## config.mk

```make
export PLATFORM = sky130hd
export DESIGN_NAME = exec_ops
export DESIGN_NICKNAME = d
export VERILOG_FILES = /design/src/hdl/exec_ops_pkg.sv /design/src/hdl/exec_ops.sv /design/src/hdl/watchdog_counter.sv
export SDC_FILE = /design/constraint.sdc
export NUM_CORES = 1
export LEC_CHECK = 0
export CORE_MARGIN = 2
export CORE_UTILIZATION = 65
export CTS_BUF_LIST = sky130_fd_sc_hd__clkbuf_4 sky130_fd_sc_hd__clkbuf_8
export DETAILED_ROUTE_END_ITERATION = 8
export DONT_BUFFER_PORTS = 1
export PLACE_DENSITY = 0.92
export SETUP_SLACK_MARGIN = 0.2
export SLEW_MARGIN = 40
export SYNTH_ARGS = -nofsm -noshare
export SYNTH_HDL_FRONTEND = slang
export SYNTH_SLANG_ARGS = --single-unit
export TNS_END_PERCENT = 5
```

## constraint.sdc

```tcl
create_clock -name clk_i -period 5.67 [get_ports clk_i]
set_input_delay 1.4175 -clock clk_i [delete_from_list [all_inputs] [get_ports clk_i]]
set_output_delay 1.4175 -clock clk_i [all_outputs]
set_load 0.1 [all_outputs]
```

## src/hdl/exec_ops_pkg.sv

```systemverilog
// constants for the subtract, xor, swap, direction-load and sleep datapath
package exec_ops_pkg;
  localparam int DATA_W = 8;
  localparam int FILE_ADDR_W = 7;
  localparam int FILE_ADDR_MAX = 127;
  localparam int DIR_PORT_COUNT = 3;
  localparam logic [2:0] DIR_SEL_PORT_A = 3'h5;
  localparam logic [2:0] DIR_SEL_PORT_B = 3'h6;
  localparam logic [2:0] DIR_SEL_PORT_C = 3'h7;
  localparam logic [7:0] ACC_RESET = 8'h00;
  localparam logic [7:0] DIR_RESET = 8'hFF;
  localparam logic [7:0] WDT_CLEAR = 8'h00;
  localparam logic [7:0] WDT_PRESCALE_CLEAR = 8'h00;
  localparam logic [7:0] WDT_RESET = 8'h00;
  localparam logic TIMEOUT_RESET = 1'b1;
  localparam logic POWERDOWN_RESET = 1'b1;
  localparam logic DEST_ACC = 1'b0;
  localparam logic DEST_FILE = 1'b1;
  typedef enum logic [3:0] {
    OP_NONE = 4'h0,
    OP_LITERAL_MINUS_ACC = 4'h1,
    OP_REG_MINUS_ACC = 4'h2,
    OP_REG_MINUS_ACC_BORROW = 4'h3,
    OP_NIBBLE_SWAP = 4'h4,
    OP_DIRECTION_LOAD = 4'h5,
    OP_LITERAL_XOR = 4'h6,
    OP_REGISTER_XOR = 4'h7,
    OP_SLEEP = 4'h8
  } op_type;
endpackage

```

## src/hdl/exec_ops.sv

```systemverilog
// execution datapath for subtract, xor, nibble swap, direction load and sleep
`timescale 1ns/1ps
`default_nettype none
// What this block does
// RQ1 - literal minus accumulator, result written to accumulator
// RQ2 - literal subtract: carry set when acc <= literal, digit carry on low nibble
// RQ3 - file register minus accumulator, result routed by destination bit
// RQ4 - register subtract: carry when acc <= operand, digit carry low nibble, zero
// RQ5 - subtract with borrow: register minus acc minus inverted carry, all flags
// RQ6 - destination bit 0 goes to accumulator, 1 back to file register
// RQ7 - sleep clears watchdog and prescaler, sets timeout, clears powerdown
// RQ8 - after those updates the core enters sleep with oscillator halted
// RQ9 - nibble swap exchanges halves of register, no flags change
// RQ10 - direction load copies acc to port a, b or c for operand 5, 6, 7
// RQ11 - literal xor with accumulator into accumulator, zero flag only
// RQ12 - register xor with accumulator, routed by destination, zero flag only
// RQ13 - zero flag set when the 8-bit result is zero, else cleared
module exec_ops #(
  parameter int WDT_PRESCALE_W = 8
) (
  input wire logic clk_i,
  input wire logic srst_i,
  input wire logic exec_i,
  input wire exec_ops_pkg::op_type op_i,
  input wire logic [7:0] literal_i,
  input wire logic [exec_ops_pkg::FILE_ADDR_W-1:0] file_addr_i,
  input wire logic dest_i,
  input wire logic [7:0] file_data_i,
  input wire logic wake_i,
  output logic [7:0] acc_o,
  output logic carry_flag_o,
  output logic digit_carry_flag_o,
  output logic zero_flag_o,
  output logic timeout_status_flag_o,
  output logic powerdown_status_flag_o,
  output logic file_we_o,
  output logic [exec_ops_pkg::FILE_ADDR_W-1:0] file_waddr_o,
  output logic [7:0] file_wdata_o,
  output logic [7:0] port_a_direction_o,
  output logic [7:0] port_b_direction_o,
  output logic [7:0] port_c_direction_o,
  output logic sleep_o,
  output logic osc_halt_o,
  output logic [7:0] watchdog_counter_o
);
  import exec_ops_pkg::*;
  logic [7:0] acc_ff;
  logic carry_ff;
  logic digit_carry_ff;
  logic zero_ff;
  logic timeout_ff;
  logic powerdown_ff;
  logic file_we_ff;
  logic [FILE_ADDR_W-1:0] file_waddr_ff;
  logic [7:0] file_wdata_ff;
  logic [7:0] dir_ff [DIR_PORT_COUNT];
  logic sleep_ff;

  // operand selection
  wire is_lit_sub = exec_i && (op_i == OP_LITERAL_MINUS_ACC);
  wire is_reg_sub = exec_i && (op_i == OP_REG_MINUS_ACC);
  wire is_sub_b = exec_i && (op_i == OP_REG_MINUS_ACC_BORROW);
  wire is_swap = exec_i && (op_i == OP_NIBBLE_SWAP);
  wire is_dir = exec_i && (op_i == OP_DIRECTION_LOAD);
  wire is_lit_xor = exec_i && (op_i == OP_LITERAL_XOR);
  wire is_reg_xor = exec_i && (op_i == OP_REGISTER_XOR);
  wire is_sleep = exec_i && (op_i == OP_SLEEP) && !sleep_ff;
  wire is_sub = is_lit_sub || is_reg_sub || is_sub_b;
  wire uses_dest = is_reg_sub || is_sub_b || is_swap || is_reg_xor;
  wire [7:0] minuend = is_lit_sub ? literal_i : file_data_i; // [RQ1] [RQ3]
  // borrow is the inverse of carry; plain subtracts act as carry = 1
  wire carry_in = is_sub_b ? carry_ff : 1'b1; // [RQ5]
  // a + ~b + cin gives a - b - !cin; carry out is the no-borrow flag
  wire [8:0] sub_sum = {1'b0, minuend} + {1'b0, ~acc_ff} + {8'h00, carry_in}; // [RQ1] [RQ3] [RQ5]
  wire [4:0] sub_low = {1'b0, minuend[3:0]} + {1'b0, ~acc_ff[3:0]} + {4'h0, carry_in};
  wire [7:0] swap_res = {file_data_i[3:0], file_data_i[7:4]}; // [RQ9]
  wire [7:0] xor_op = is_lit_xor ? literal_i : file_data_i;
  wire [7:0] xor_res = acc_ff ^ xor_op; // [RQ11] [RQ12]
  wire [7:0] result = is_sub ? sub_sum[7:0] : (is_swap ? swap_res : xor_res);
  wire updates_zero = is_sub || is_lit_xor || is_reg_xor;
  wire to_file = uses_dest && (dest_i == DEST_FILE); // [RQ6]
  wire to_acc = is_lit_sub || is_lit_xor || (uses_dest && (dest_i == DEST_ACC)); // [RQ6]
  wire [2:0] dir_sel = file_addr_i[2:0];
  wire dir_addr_ok = (file_addr_i[FILE_ADDR_W-1:3] == '0) && (dir_sel >= DIR_SEL_PORT_A);

  // refused at elaboration: the counter serves one to eight prescaler bits only
  if (WDT_PRESCALE_W < 1 || WDT_PRESCALE_W > 8) begin : g_bad_prescale
    $error("prescaler width out of range");
  end

  watchdog_counter #(
    .PRESCALE_W(WDT_PRESCALE_W)
  ) u_wdt (
    .clk_i(clk_i),
    .srst_i(srst_i),
    .run_i(!sleep_ff),
    .clear_i(is_sleep), // [RQ7]
    .count_o(watchdog_counter_o),
    .prescale_o()
  );

  always_ff @(posedge clk_i) begin
    if (srst_i) begin
      acc_ff <= ACC_RESET;
    end else if (to_acc) begin
      acc_ff <= result; // [RQ1] [RQ11]
    end
  end

  always_ff @(posedge clk_i) begin
    if (srst_i) begin
      carry_ff <= 1'b0;
      digit_carry_ff <= 1'b0;
    end else if (is_sub) begin
      carry_ff <= sub_sum[8]; // [RQ2] [RQ4] [RQ5]
      digit_carry_ff <= sub_low[4]; // [RQ2] [RQ4] [RQ5]
    end
  end

  always_ff @(posedge clk_i) begin
    if (srst_i) begin
      zero_ff <= 1'b0;
    end else if (updates_zero) begin
      zero_ff <= (result == 8'h00); // [RQ13] [RQ4]
    end
  end

  // file write port: one-cycle strobe with address and data
  always_ff @(posedge clk_i) begin
    if (srst_i) begin
      file_we_ff <= 1'b0;
      file_waddr_ff <= '0;
      file_wdata_ff <= 8'h00;
    end else begin
      file_we_ff <= to_file; // [RQ6] [RQ3] [RQ12]
      file_waddr_ff <= file_addr_i;
      file_wdata_ff <= result;
    end
  end

  // operands outside 5..7 are ignored rather than aliased
  generate
    for (genvar p = 0; p < DIR_PORT_COUNT; p++) begin : g_dir
      always_ff @(posedge clk_i) begin
        if (srst_i) begin
          dir_ff[p] <= DIR_RESET;
        end else if (is_dir && dir_addr_ok && (dir_sel == DIR_SEL_PORT_A + 3'(p))) begin
          dir_ff[p] <= acc_ff; // [RQ10]
        end
      end
    end
  endgenerate

  // sleep: status and watchdog change in the same edge as sleep entry
  always_ff @(posedge clk_i) begin
    if (srst_i) begin
      timeout_ff <= TIMEOUT_RESET;
      powerdown_ff <= POWERDOWN_RESET;
      sleep_ff <= 1'b0;
    end else if (is_sleep) begin
      timeout_ff <= 1'b1; // [RQ7]
      powerdown_ff <= 1'b0; // [RQ7]
      sleep_ff <= 1'b1; // [RQ8]
    end else if (wake_i) begin
      sleep_ff <= 1'b0;
    end
  end

  assign acc_o = acc_ff;
  assign carry_flag_o = carry_ff;
  assign digit_carry_flag_o = digit_carry_ff;
  assign zero_flag_o = zero_ff;
  assign timeout_status_flag_o = timeout_ff;
  assign powerdown_status_flag_o = powerdown_ff;
  assign file_we_o = file_we_ff;
  assign file_waddr_o = file_waddr_ff;
  assign file_wdata_o = file_wdata_ff;
  assign port_a_direction_o = dir_ff[0];
  assign port_b_direction_o = dir_ff[1];
  assign port_c_direction_o = dir_ff[2];
  assign sleep_o = sleep_ff;
  assign osc_halt_o = sleep_ff; // [RQ8]
endmodule
`default_nettype wire

```

## src/hdl/watchdog_counter.sv

```systemverilog
// watchdog counter with prescaler, cleared by sleep entry
`timescale 1ns/1ps
`default_nettype none
module watchdog_counter #(
  parameter int PRESCALE_W = 8
) (
  input wire logic clk_i,
  input wire logic srst_i,
  input wire logic run_i,
  input wire logic clear_i,
  output logic [7:0] count_o,
  output logic [PRESCALE_W-1:0] prescale_o
);
  import exec_ops_pkg::*;
  logic [PRESCALE_W-1:0] prescale_ff;
  logic [7:0] count_ff;
  wire prescale_wrap = &prescale_ff;
  if (PRESCALE_W < 1 || PRESCALE_W > 8) begin : g_bad_width
    $error("prescaler width out of range");
  end
  always_ff @(posedge clk_i) begin
    if (srst_i || clear_i) begin
      prescale_ff <= PRESCALE_W'(WDT_PRESCALE_CLEAR);
      count_ff <= WDT_CLEAR;
    end else if (run_i) begin
      prescale_ff <= prescale_ff + PRESCALE_W'(1);
      if (prescale_wrap) begin
        count_ff <= count_ff + 8'h01;
      end
    end
  end
  assign count_o = count_ff;
  assign prescale_o = prescale_ff;
endmodule
`default_nettype wire

```

-- Word-level counts from Yosys, hierarchy flattened
Memory sizes are Yosys's and may differ from the RTL's.
Index checks and enable logic that the tools add are counted.
- register bits after elaboration: 45
- bits in writable memories: 24
- input port bits: 32
- output and inout bits: 63
- logic and storage cells: 90
- memories: 1
- memory list (memory ; depth ; width ; read ports ; clocked after Yosys merged registers in ; wr ports ; line ; source):
    dir_ff ; 3 ; 8 ; 3 ; 0 ; 3 ; exec_ops.sv:56 ; logic [7:0] dir_ff [DIR_PORT_COUNT];
- add/sub/neg operators: 6
- $lt $le $gt $ge: 1
- equality and inequality tests: 11
- mux-type cells: 21
- bitwise operators: 8
- reduce and logical (&&, ||, !) cells: 31
- operator list (cell ; number):
    8-bit two-way mux ; 7
    8-bit by 1-bit adder with 8-bit output (second input constant) ; 2
    4-bit by 3-bit equality test with 1-bit output (second input constant) ; 4
    1-bit logical AND ; 16
    1-bit two-way mux ; 14
    1-bit logical OR ; 10
    8-bit by 8-bit adder with 9-bit output ; 1
    9-bit by 1-bit adder with 9-bit output ; 1
    3-bit equality test (second input constant) ; 3
    9-bit AND reduction ; 1
    4-bit by 2-bit equality test with 1-bit output (second input constant) ; 2
    8-bit zero test ; 1
    8-bit inverter ; 1
    8-bit XOR ; 1
    4-bit by 4-bit adder with 5-bit output ; 1
    5-bit by 1-bit adder with 5-bit output ; 1
    4-bit by 1-bit equality test with 1-bit output (second input constant) ; 1
    4-bit equality test (second input constant) ; 1
    4-bit zero test ; 1
    4-bit inverter ; 1
    3-bit greater-or-equal comparator (second input constant) ; 1
    1-bit OR ; 3
    1-bit inverter ; 2
    2-bit nonzero test ; 1
    1-bit zero test ; 1

-- Logic depth before layout (Yosys ltp)
Gate-level depths: netlist (run 1).
- depth after elaboration: 8
- gate-level depth with buffers: 13

-- Hierarchy
From an unflattened synthesis (run 1), not the netlist that was laid out.
- cells, all modules: 369
- area, all modules: 3686.0 sq um
- modules (own cells, without submodules) (module ; instances ; cells an instance ; area an instance (sq um) ; sequential area each (sq um)):
    exec_ops ; 1 ; 289 ; 2895.3 ; 1301.2
    watchdog_counter ; 1 ; 80 ; 790.8 ; 320.3

-- Worst setup path after synthesis (run 1)
Ideal clock, no wire load.
- kind: input to register
- start point: input port op_i[3]
- end point: register zero_ff (netlist: zero_flag_o)
- library setup time: 84 ps
- data arrival time: 4479 ps
- required time: 5586 ps
- path slack: 1107 ps
- stages on the path: 13
- path buffers: 1
- cells stage by stage: and2b_1 and3_1 nor2b_1 buf_2 mux2_2 fa_1 fa_1 a21o_1 a21oi_2 xnor2_1 a2111oi_0 nand4_1 o31ai_2
- cells in the longest elaborated chain, start to end: 7
- elaborated cells on any way between the ends: 25
- those cells by class: add/sub (2); eq/ne (6); mux (5); bitwise (1); reduce/logical (11)
- RTL lines (item ; line ; source):
    from (decl) ; exec_ops.sv:24 ; input wire exec_ops_pkg::op_type op_i,
    4-bit by 1-bit equality test with 1-bit output / 4-bit by 3-bit equality test with 1-bit output (equally long branches) ; exec_ops.sv:60, exec_ops.sv:65 ;
    1-bit logical AND (on tied branches) ; exec_ops.sv:60, exec_ops.sv:65 ;
    8-bit two-way mux (on tied branches) ; exec_ops.sv:70, exec_ops.sv:77 ;
    8-bit by 8-bit adder with 9-bit output / 8-bit XOR (equally long branches) ; exec_ops.sv:74, exec_ops.sv:78 ;
    9-bit by 1-bit adder with 9-bit output / 8-bit two-way mux (equally long branches) ; exec_ops.sv:74, exec_ops.sv:79 ;
    8-bit two-way mux ; exec_ops.sv:79 ; wire [7:0] result = is_sub ? sub_sum[7:0] : (is_swap ? swap_res : xor_res);
    8-bit zero test ; exec_ops.sv:124 ; zero_ff <= (result == 8'h00);
    to (signal assigned) ; exec_ops.sv:124 ;
    to (decl) ; exec_ops.sv:50 ; logic zero_ff;
Parallel ways exist; a longest one is shown, timed or not.
A chain may end at the register's enable or synchronous reset.

-- Final worst setup path (run 1)
Ends and elaborated chain as after synthesis.

==> results of run 1 <==
through the flow:
stage | total power, uW | setup WS, ns
global placement | 768 | 0.992
finish | 1220 | 1.18
global route | 1260 | 0.985
detailed placement | 776 | 0.871
CTS | 1210 | 1.22
floorplan | 751 | 1.11
routing by layer:
| metal | share of wire, % | global-route usage [%] | vias to the layer above |
|---|---|---|---|
| met5 | 0 | 0 | - |
| li1 | - | - | 1264 |
| met4 | 3.0 | 14.6 | 0 |
| met3 | 11 | 10.7 | 22 |
| met2 | 48 | 46.4 | 163 |
| met1 | 38 | 35.5 | 1282 |
logic make-up after synthesis:
| logic type | after synthesis | share of synthesized area, % |
|---|---|---|
| and+or+nand+nor | 144 | 21.8 |
| adders and majority gates | 11 | 4.37 |
| DFF | 69 | 46.4 |
| muxes | 14 | 4.40 |
| buffers and inverters | 29 | 3.83 |
| xor gates and xnor gates | 26 | 6.51 |
| AOI/OAI and AO/OA | 64 | 12.6 |
| other | 1 | 0.107 |
final timing paths:
kind / startpoint / depth (start not counted) / slack [ns] / to
setup reg to reg: acc_o[0] / 9 / 2.36 / zero_flag_o
hold / removal: u_wdt.prescale_o[7] / 2 / 0.54 / u_wdt.prescale_o[7]
setup / recovery: op_i[3] / 13 / 1.18 / zero_flag_o
hold reg to reg: u_wdt.prescale_o[7] / 2 / 0.54 / u_wdt.prescale_o[7]
layout by cell type, fill, tap and decap left out, types with 4 or more instances in the layout:
| master | instances |
|---|---|
| a21o_1 | 4 |
| nor2_1 | 35 |
| nor2b_1 | 11 |
| clkbuf_8 | 9 |
| and3_1 | 5 |
| inv_1 | 11 |
| xor2_1 | 12 |
| a211oi_1 | 5 |
| edfxtp_1 | 24 |
| nand2_1 | 39 |
| dfxtp_2 | 36 |
| nor3_1 | 6 |
| a21oi_1 | 16 |
| nand4_1 | 4 |
| o22ai_1 | 4 |
| nand3_1 | 19 |
| ha_1 | 9 |
| o21ai_0 | 8 |
| mux2_2 | 11 |
| clkbuf_16 | 4 |
| dfxtp_1 | 8 |
| xnor2_1 | 14 |
report_power, final:
group | switching (uW) | internal (uW)
logic | 76.2 | 51.9
registers | 112 | 529
clock network | 197 | 249
state kept, by name, indices dropped and copies added (netlist names), 7 cells and up:
| name | flops |
|---|---|
| u_wdt.prescale_o | 8 |
| u_wdt.count_o | 8 |
| acc_o | 8 |
| file_waddr_o | 7 |
| dir_ff | 24 |
| file_wdata_o | 8 |
layout make-up:
type	count	area, um^2
well taps	70	87.6
clock inverters	7	96.3
multi-input cells	260	1740
flip-flops and latches	69	1670
inverters	11	41.3
repair buffers	5	108
clock buffers	9	124
fillers	344	1270
tightest hold or removal path, stage by stage, from the launching register on:
cell and delay, ns:
dfxtp_1 0.35, xnor2_1 0.08, nor2_1 0.07
==> impl_metrics.py, run 1 <==
metrics = {
    "critical_path": {
        "startpoint_type": "input port",
        "max_stage_delay_ns": 0.46,
        "worst_ep_required_time_ns": 5.92,
        "crit_top_cell": "fa_1",
        "crit_type": "in -> reg",
        "worstPathArrival_ns": 4.75,
        "critPathBufInv": 1,
        "worstSetupEndpointType": "flip-flop",
        "cp_slowest_cell": "fa_1",
        "cp_max_fo": 8,
        "path_cells": "and2b_1 > and3_1 > nor2b_1 > buf_4 > mux2_2 > fa_1 > fa_1 > a21o_1 > a21oi_2 > xnor2_1 > a2111oi_0 > nand4_1 > o31ai_2",
        "crit_family": "compound AO/OA/AOI/OAI gates",
    },
    "logic_synthesis": {
        "synth_edf_count": 24,
        "yosys.area.top_type_share_pct": 25.8,
        "ys_seq_area_share_pct": 46.4,
        "ys_types": 64,
        "synth.largest_area_cell": "dfxtp_1",
        "syn-instance-count": 358,
        "ys_top_cells_by_count": "dfxtp_1 (45), nand2_1 (39), nor2_1 (35)",
        "syn_area_mm2": 0.00350,
        "synth_ff_type": "dfxtp_1",
        "ys_seq_elements": 69,
        "async_flop_share_pct": 0,
        "syn_avg_cell_area_um2": 9.76,
        "synth_warnings": 0,
        "yosysMostFrequentCell": "dfxtp_1",
        "syn_nets": 401,
        "netlist_top_cells_area": "dfxtp_1 (26%), edfxtp_1 (21%), nand2_1 (4.2%)",
    },
    "placed_design": {
        "place_area_mm2": 0.00355,
        "placed_cells": 411,
        "gp_congestion": 1.02,
        "dp_hpwl_mm": 6.22,
        "numPortBuffers": 0,
    },
    "floorplan": {
        "fp-row-count": 26,
        "die_area_mm2": 0.00598,
        "core_area_mm2": 0.00514,
        "die_w_um": 77.3,
        "io_pins": 95,
        "initial_core_util_pct": 68.0,
        "die-height_um": 77.3,
    },
    "route": {
        "avgViaCountPerCell": 6.34,
        "drt-initial-drc-count": 245,
        "drc_errors": 0,
        "wire_per_inst_um": 20.3,
        "drt_pre_antenna_iters": 4,
        "drtAntennaViolNets": 0,
        "num_vias": 2731,
        "drt_wl_total_mm": 8.74,
    },
    "clocking": {
        "post-cts-setup-buffer-count": 0,
        "clk_pin_slew_ns": 0.07,
        "ctsRootBufferMaster": "clkbuf_8",
        "cts_resized": 0,
        "htree_num_levels": 3,
        "clock_path_buffers": 2,
        "clock_sinks": 69,
        "cts_hold_buf": 0,
        "cts_inserted_buffers": 9,
        "clk_latency_ns": 0.35,
        "cts_tree": "yes",
    },
    "timing": {
        "skew_ns": 0.00852,
        "tightest_slew_ns": 0.925,
        "max_slew_margin_pct": 38.5,
        "fmax_mhz": 223,
        "final_max_slew_viol_count": 0,
        "tns_ns": 0,
        "rsz0062_at_grt": "no",
        "hold_violations": 0,
        "fin_hold_ws_ns": 0.539,
        "finalSetupViolCount": 0,
        "post-route-period-util_pct": 79.2,
        "fin_crit_ns": 4.49,
    },
    "power": {
        "power.density_mw_per_mm2": 314,
        "leakage_uw": 0.00137,
        "vdd_drop_max_mv": 0.201,
    },
    "hold_path": {
        "hold_class": "reg -> reg",
    },
    "finish": {
        "final_util_pct": 75.2,
        "layout.nets": 399,
        "final_cells": 431,
        "final_cell_area_mm2": 0.00387,
        "drive_above_1_share_pct": 22.7,
        "n_antenna_cell": 0,
        "syn_to_final_growth_pct": 10.6,
    },
    "global_routing": {
        "grt_pass1_wl_mm": 13.6,
        "antenna_found_initial": 0,
        "track_usage_pct": 29.4,
        "grt_pass1_vias": 2746,
        "grt-ovfl-total": 0,
        "grt_start_max_net_pins": 26,
    },
    "job": {
        "maxCapViolations": 0,
    },
    "outcome": {
        "status": "finished, final reports clean",
    },
}
No activity file was read; power rests on OpenSTA's default activity.
==> inputs of run 2 (changes only) <==
--- a/config.mk
+++ b/config.mk
@@ -5,12 +5,13 @@
 export SDC_FILE = /design/constraint.sdc
 export NUM_CORES = 1
 export LEC_CHECK = 0
+export ABC_AREA = 1
 export CORE_MARGIN = 2
-export CORE_UTILIZATION = 65
+export CORE_UTILIZATION = 59
 export CTS_BUF_LIST = sky130_fd_sc_hd__clkbuf_4 sky130_fd_sc_hd__clkbuf_8
 export DETAILED_ROUTE_END_ITERATION = 8
 export DONT_BUFFER_PORTS = 1
-export PLACE_DENSITY = 0.92
+export PLACE_DENSITY = 0.89
 export SETUP_SLACK_MARGIN = 0.2
 export SLEW_MARGIN = 40
 export SYNTH_ARGS = -nofsm -noshare
==> constraint.sdc (replaced) <==
create_clock -name clk_i -period 3.89 [get_ports clk_i]
set_input_delay 0.9725 -clock clk_i [delete_from_list [all_inputs] [get_ports clk_i]]
set_output_delay 0.9725 -clock clk_i [all_outputs]
set_load 0.1 [all_outputs]
==> impl_metrics.py, run 2 <==
metrics = {
    "placed_design": {
        "place_ws_ns": 0.254,
        "numPortBuffers": 0,
        "gp_congestion": 0.930,
        "dp_hpwl_mm": 6.47,
        "place_area_mm2": 0.00378,
    },
    "logic_synthesis": {
        "synth.largest_area_cell": "dfxtp_1",
        "syn_nets": 503,
        "ys_top_cells_by_count": "nand2_1 (109), inv_1 (63), dfxtp_1 (45)",
        "syn-instance-count": 460,
        "yosys.area.top_type_share_pct": 25.1,
        "ys_seq_area_share_pct": 45.2,
        "yosysMostFrequentCell": "nand2_1",
        "async_flop_share_pct": 0,
        "syn_area_mm2": 0.00359,
        "ys_seq_elements": 69,
        "ys_types": 42,
        "netlist_top_cells_area": "dfxtp_1 (25%), edfxtp_1 (20%), nand2_1 (11%)",
        "synth_ff_type": "dfxtp_1",
        "synth_edf_count": 24,
        "syn_avg_cell_area_um2": 7.80,
        "synth_warnings": 0,
    },
    "route": {
        "wire_per_inst_um": 16.1,
        "drc_errors": 0,
        "drt-initial-drc-count": 283,
        "avgViaCountPerCell": 5.68,
        "drt_pre_antenna_iters": 8,
        "num_vias": 3159,
        "drt_wl_total_mm": 8.95,
        "drtAntennaViolNets": 0,
    },
    "job": {
        "maxCapViolations": 0,
    },
    "floorplan": {
        "initial_core_util_pct": 61.0,
        "die-height_um": 82.0,
        "fp-row-count": 28,
        "die_w_um": 82.0,
        "io_pins": 95,
        "die_area_mm2": 0.00672,
        "core_area_mm2": 0.00589,
    },
    "clocking": {
        "clock_path_buffers": 2,
        "cts_hold_buf": 0,
        "cts_inserted_buffers": 9,
        "cts_resized": 0,
        "clk_latency_ns": 0.35,
        "cts_tree": "yes",
        "htree_num_levels": 3,
        "clock_sinks": 69,
        "ctsRootBufferMaster": "clkbuf_8",
        "clk_pin_slew_ns": 0.08,
        "post-cts-setup-buffer-count": 0,
    },
    "power": {
        "p_clk_share_pct": 36.3,
        "power.internal_uw": 1210,
        "vdd_drop_max_mv": 0.339,
        "netSwitchingPower_uw": 610,
        "leakage_uw": 0.00170,
        "power.density_mw_per_mm2": 446,
        "power_frac_seq_pct": 49.3,
        "pwr-share-comb_pct": 14.4,
        "p_sw_share_pct": 33.5,
    },
    "timing": {
        "fin_ws_ns": 0.505,
        "max_slew_margin_pct": 39.7,
        "finalSetupViolCount": 0,
        "rsz0062_at_grt": "no",
        "tightest_slew_ns": 0.906,
        "final_max_slew_viol_count": 0,
        "tns_ns": 0,
        "hold_violations": 0,
        "fmax_mhz": 295,
        "fin_crit_ns": 3.39,
        "skew_ns": 0.0125,
        "post-route-period-util_pct": 87.0,
    },
    "finish": {
        "final_common_cell": "nand2_1",
        "drive_above_1_share_pct": 19.8,
        "largest_reg_flops": 24,
        "layout.nets": 519,
        "fillers": 469,
        "layout_common_cells": "nand2_1 (109), inv_1 (63), nor2_1 (39)",
        "final_cell_area_mm2": 0.00408,
        "syn_to_final_growth_pct": 13.6,
        "top_register": "dir_ff",
        "n_antenna_cell": 0,
    },
    "global_routing": {
        "grt_start_max_net_pins": 23,
        "grt_pass1_wl_mm": 13.8,
        "track_usage_pct": 27.4,
        "grt_pass1_vias": 2864,
        "grt-ovfl-total": 0,
        "antenna_found_initial": 0,
    },
    "critical_path": {
        "worstPathArrival_ns": 3.67,
        "cp_slowest_cell": "fa_1",
        "cp_max_fo": 19,
        "crit_top_cell": "nand2_1",
        "crit_type": "in -> reg",
        "path_cells": "inv_2 > nor2_2 > nand2_2 > nor2_4 > o21ai_0 > fa_1 > fa_1 > nand4_1 > nand4_1 > nand2_1 > nor2_1 > a21oi_2 > nand2_1 > nor2_1 > nand2_1 > a21oi_2",
        "worstSetupEndpointType": "flip-flop",
        "max_stage_delay_ns": 0.47,
        "startpoint_type": "input port",
        "worst_ep_required_time_ns": 4.17,
    },
    "hold_path": {
        "hold_class": "reg -> reg",
    },
    "outcome": {
        "status": "finished, final reports clean",
    },
}
[run 2: cell families (layout without fill, tap and decap cells)]
logic type      Yosys count  count (layout)  synth area share (%)
buf+inv                  80             101                  9.07
flops                    69              69                  45.2
xor+xnor                  5               5                  1.22
compound gates           60              60                  9.87
simple gates            234             234                  30.3
other cells               1               1                 0.105
fa+ha+maj                11              11                  4.25
[run 2: metrics by stage]
step | std cells | total power (uW) | hold WS, ns | utilization, %
after floorplan | 460 | 1110 | 0.462 | -
after global placement | 535 | 1160 | 0.470 | 62.9
after detailed placement | 537 | 1170 | 0.484 | 64.2
after CTS | 553 | 1810 | 0.496 | 68.0
after global routing | 556 | 1880 | 0.522 | 69.3
final | 556 | 1820 | 0.498 | 69.3
[run 2: power by group through the flow]
stage	combinational (uW)	clock, uW	sequential [uW]
final	262	660	898
after floorplan	156	0	956
after global routing	285	691	900
after CTS	252	659	901
after detailed placement	250	0	918
after global placement	243	0	915
[run 2: worst paths after layout]
check | cells after the start | startpoint | slack, ns | end
worst min register to register | 2 | u_wdt.prescale_o[1] | 0.50 | u_wdt.prescale_o[1]
worst min-delay path | 2 | u_wdt.prescale_o[1] | 0.50 | u_wdt.prescale_o[1]
worst max register to register | 13 | acc_o[0] | 1.01 | zero_flag_o
worst max-delay path | 16 | op_i[0] | 0.50 | zero_flag_o
[run 2: area by class of cell]
| cell class | instances | area [um^2] | share of cell area (%) |
|---|---|---|---|
| clock buffer | 9 | 124 | 3.04 |
| timing repair buffer | 17 | 208 | 5.09 |
| inverter | 68 | 255 | 6.26 |
| sequential | 69 | 1660 | 40.7 |
| clock inverter | 7 | 97.6 | 2.39 |
| tap | 75 | 93.8 | 2.30 |
| multi-input combinational | 311 | 1640 | 40.3 |
[run 2: routing by layer]
layer  vias up  track usage (%)  routed length, um
li1       1524                -                  -
met1      1464             33.2               3640
met2       153             44.9               4320
met3        18             8.13                808
met4         0             12.0                177
met5         -                0                  0
[run 2: worst max-delay path: cells and delay by family]
family / cells / cell delay (ns)
compound gates: 3 / 0.45
simple gates: 10 / 1.28
fa+ha+maj: 2 / 0.94
buf+inv: 1 / 0.02
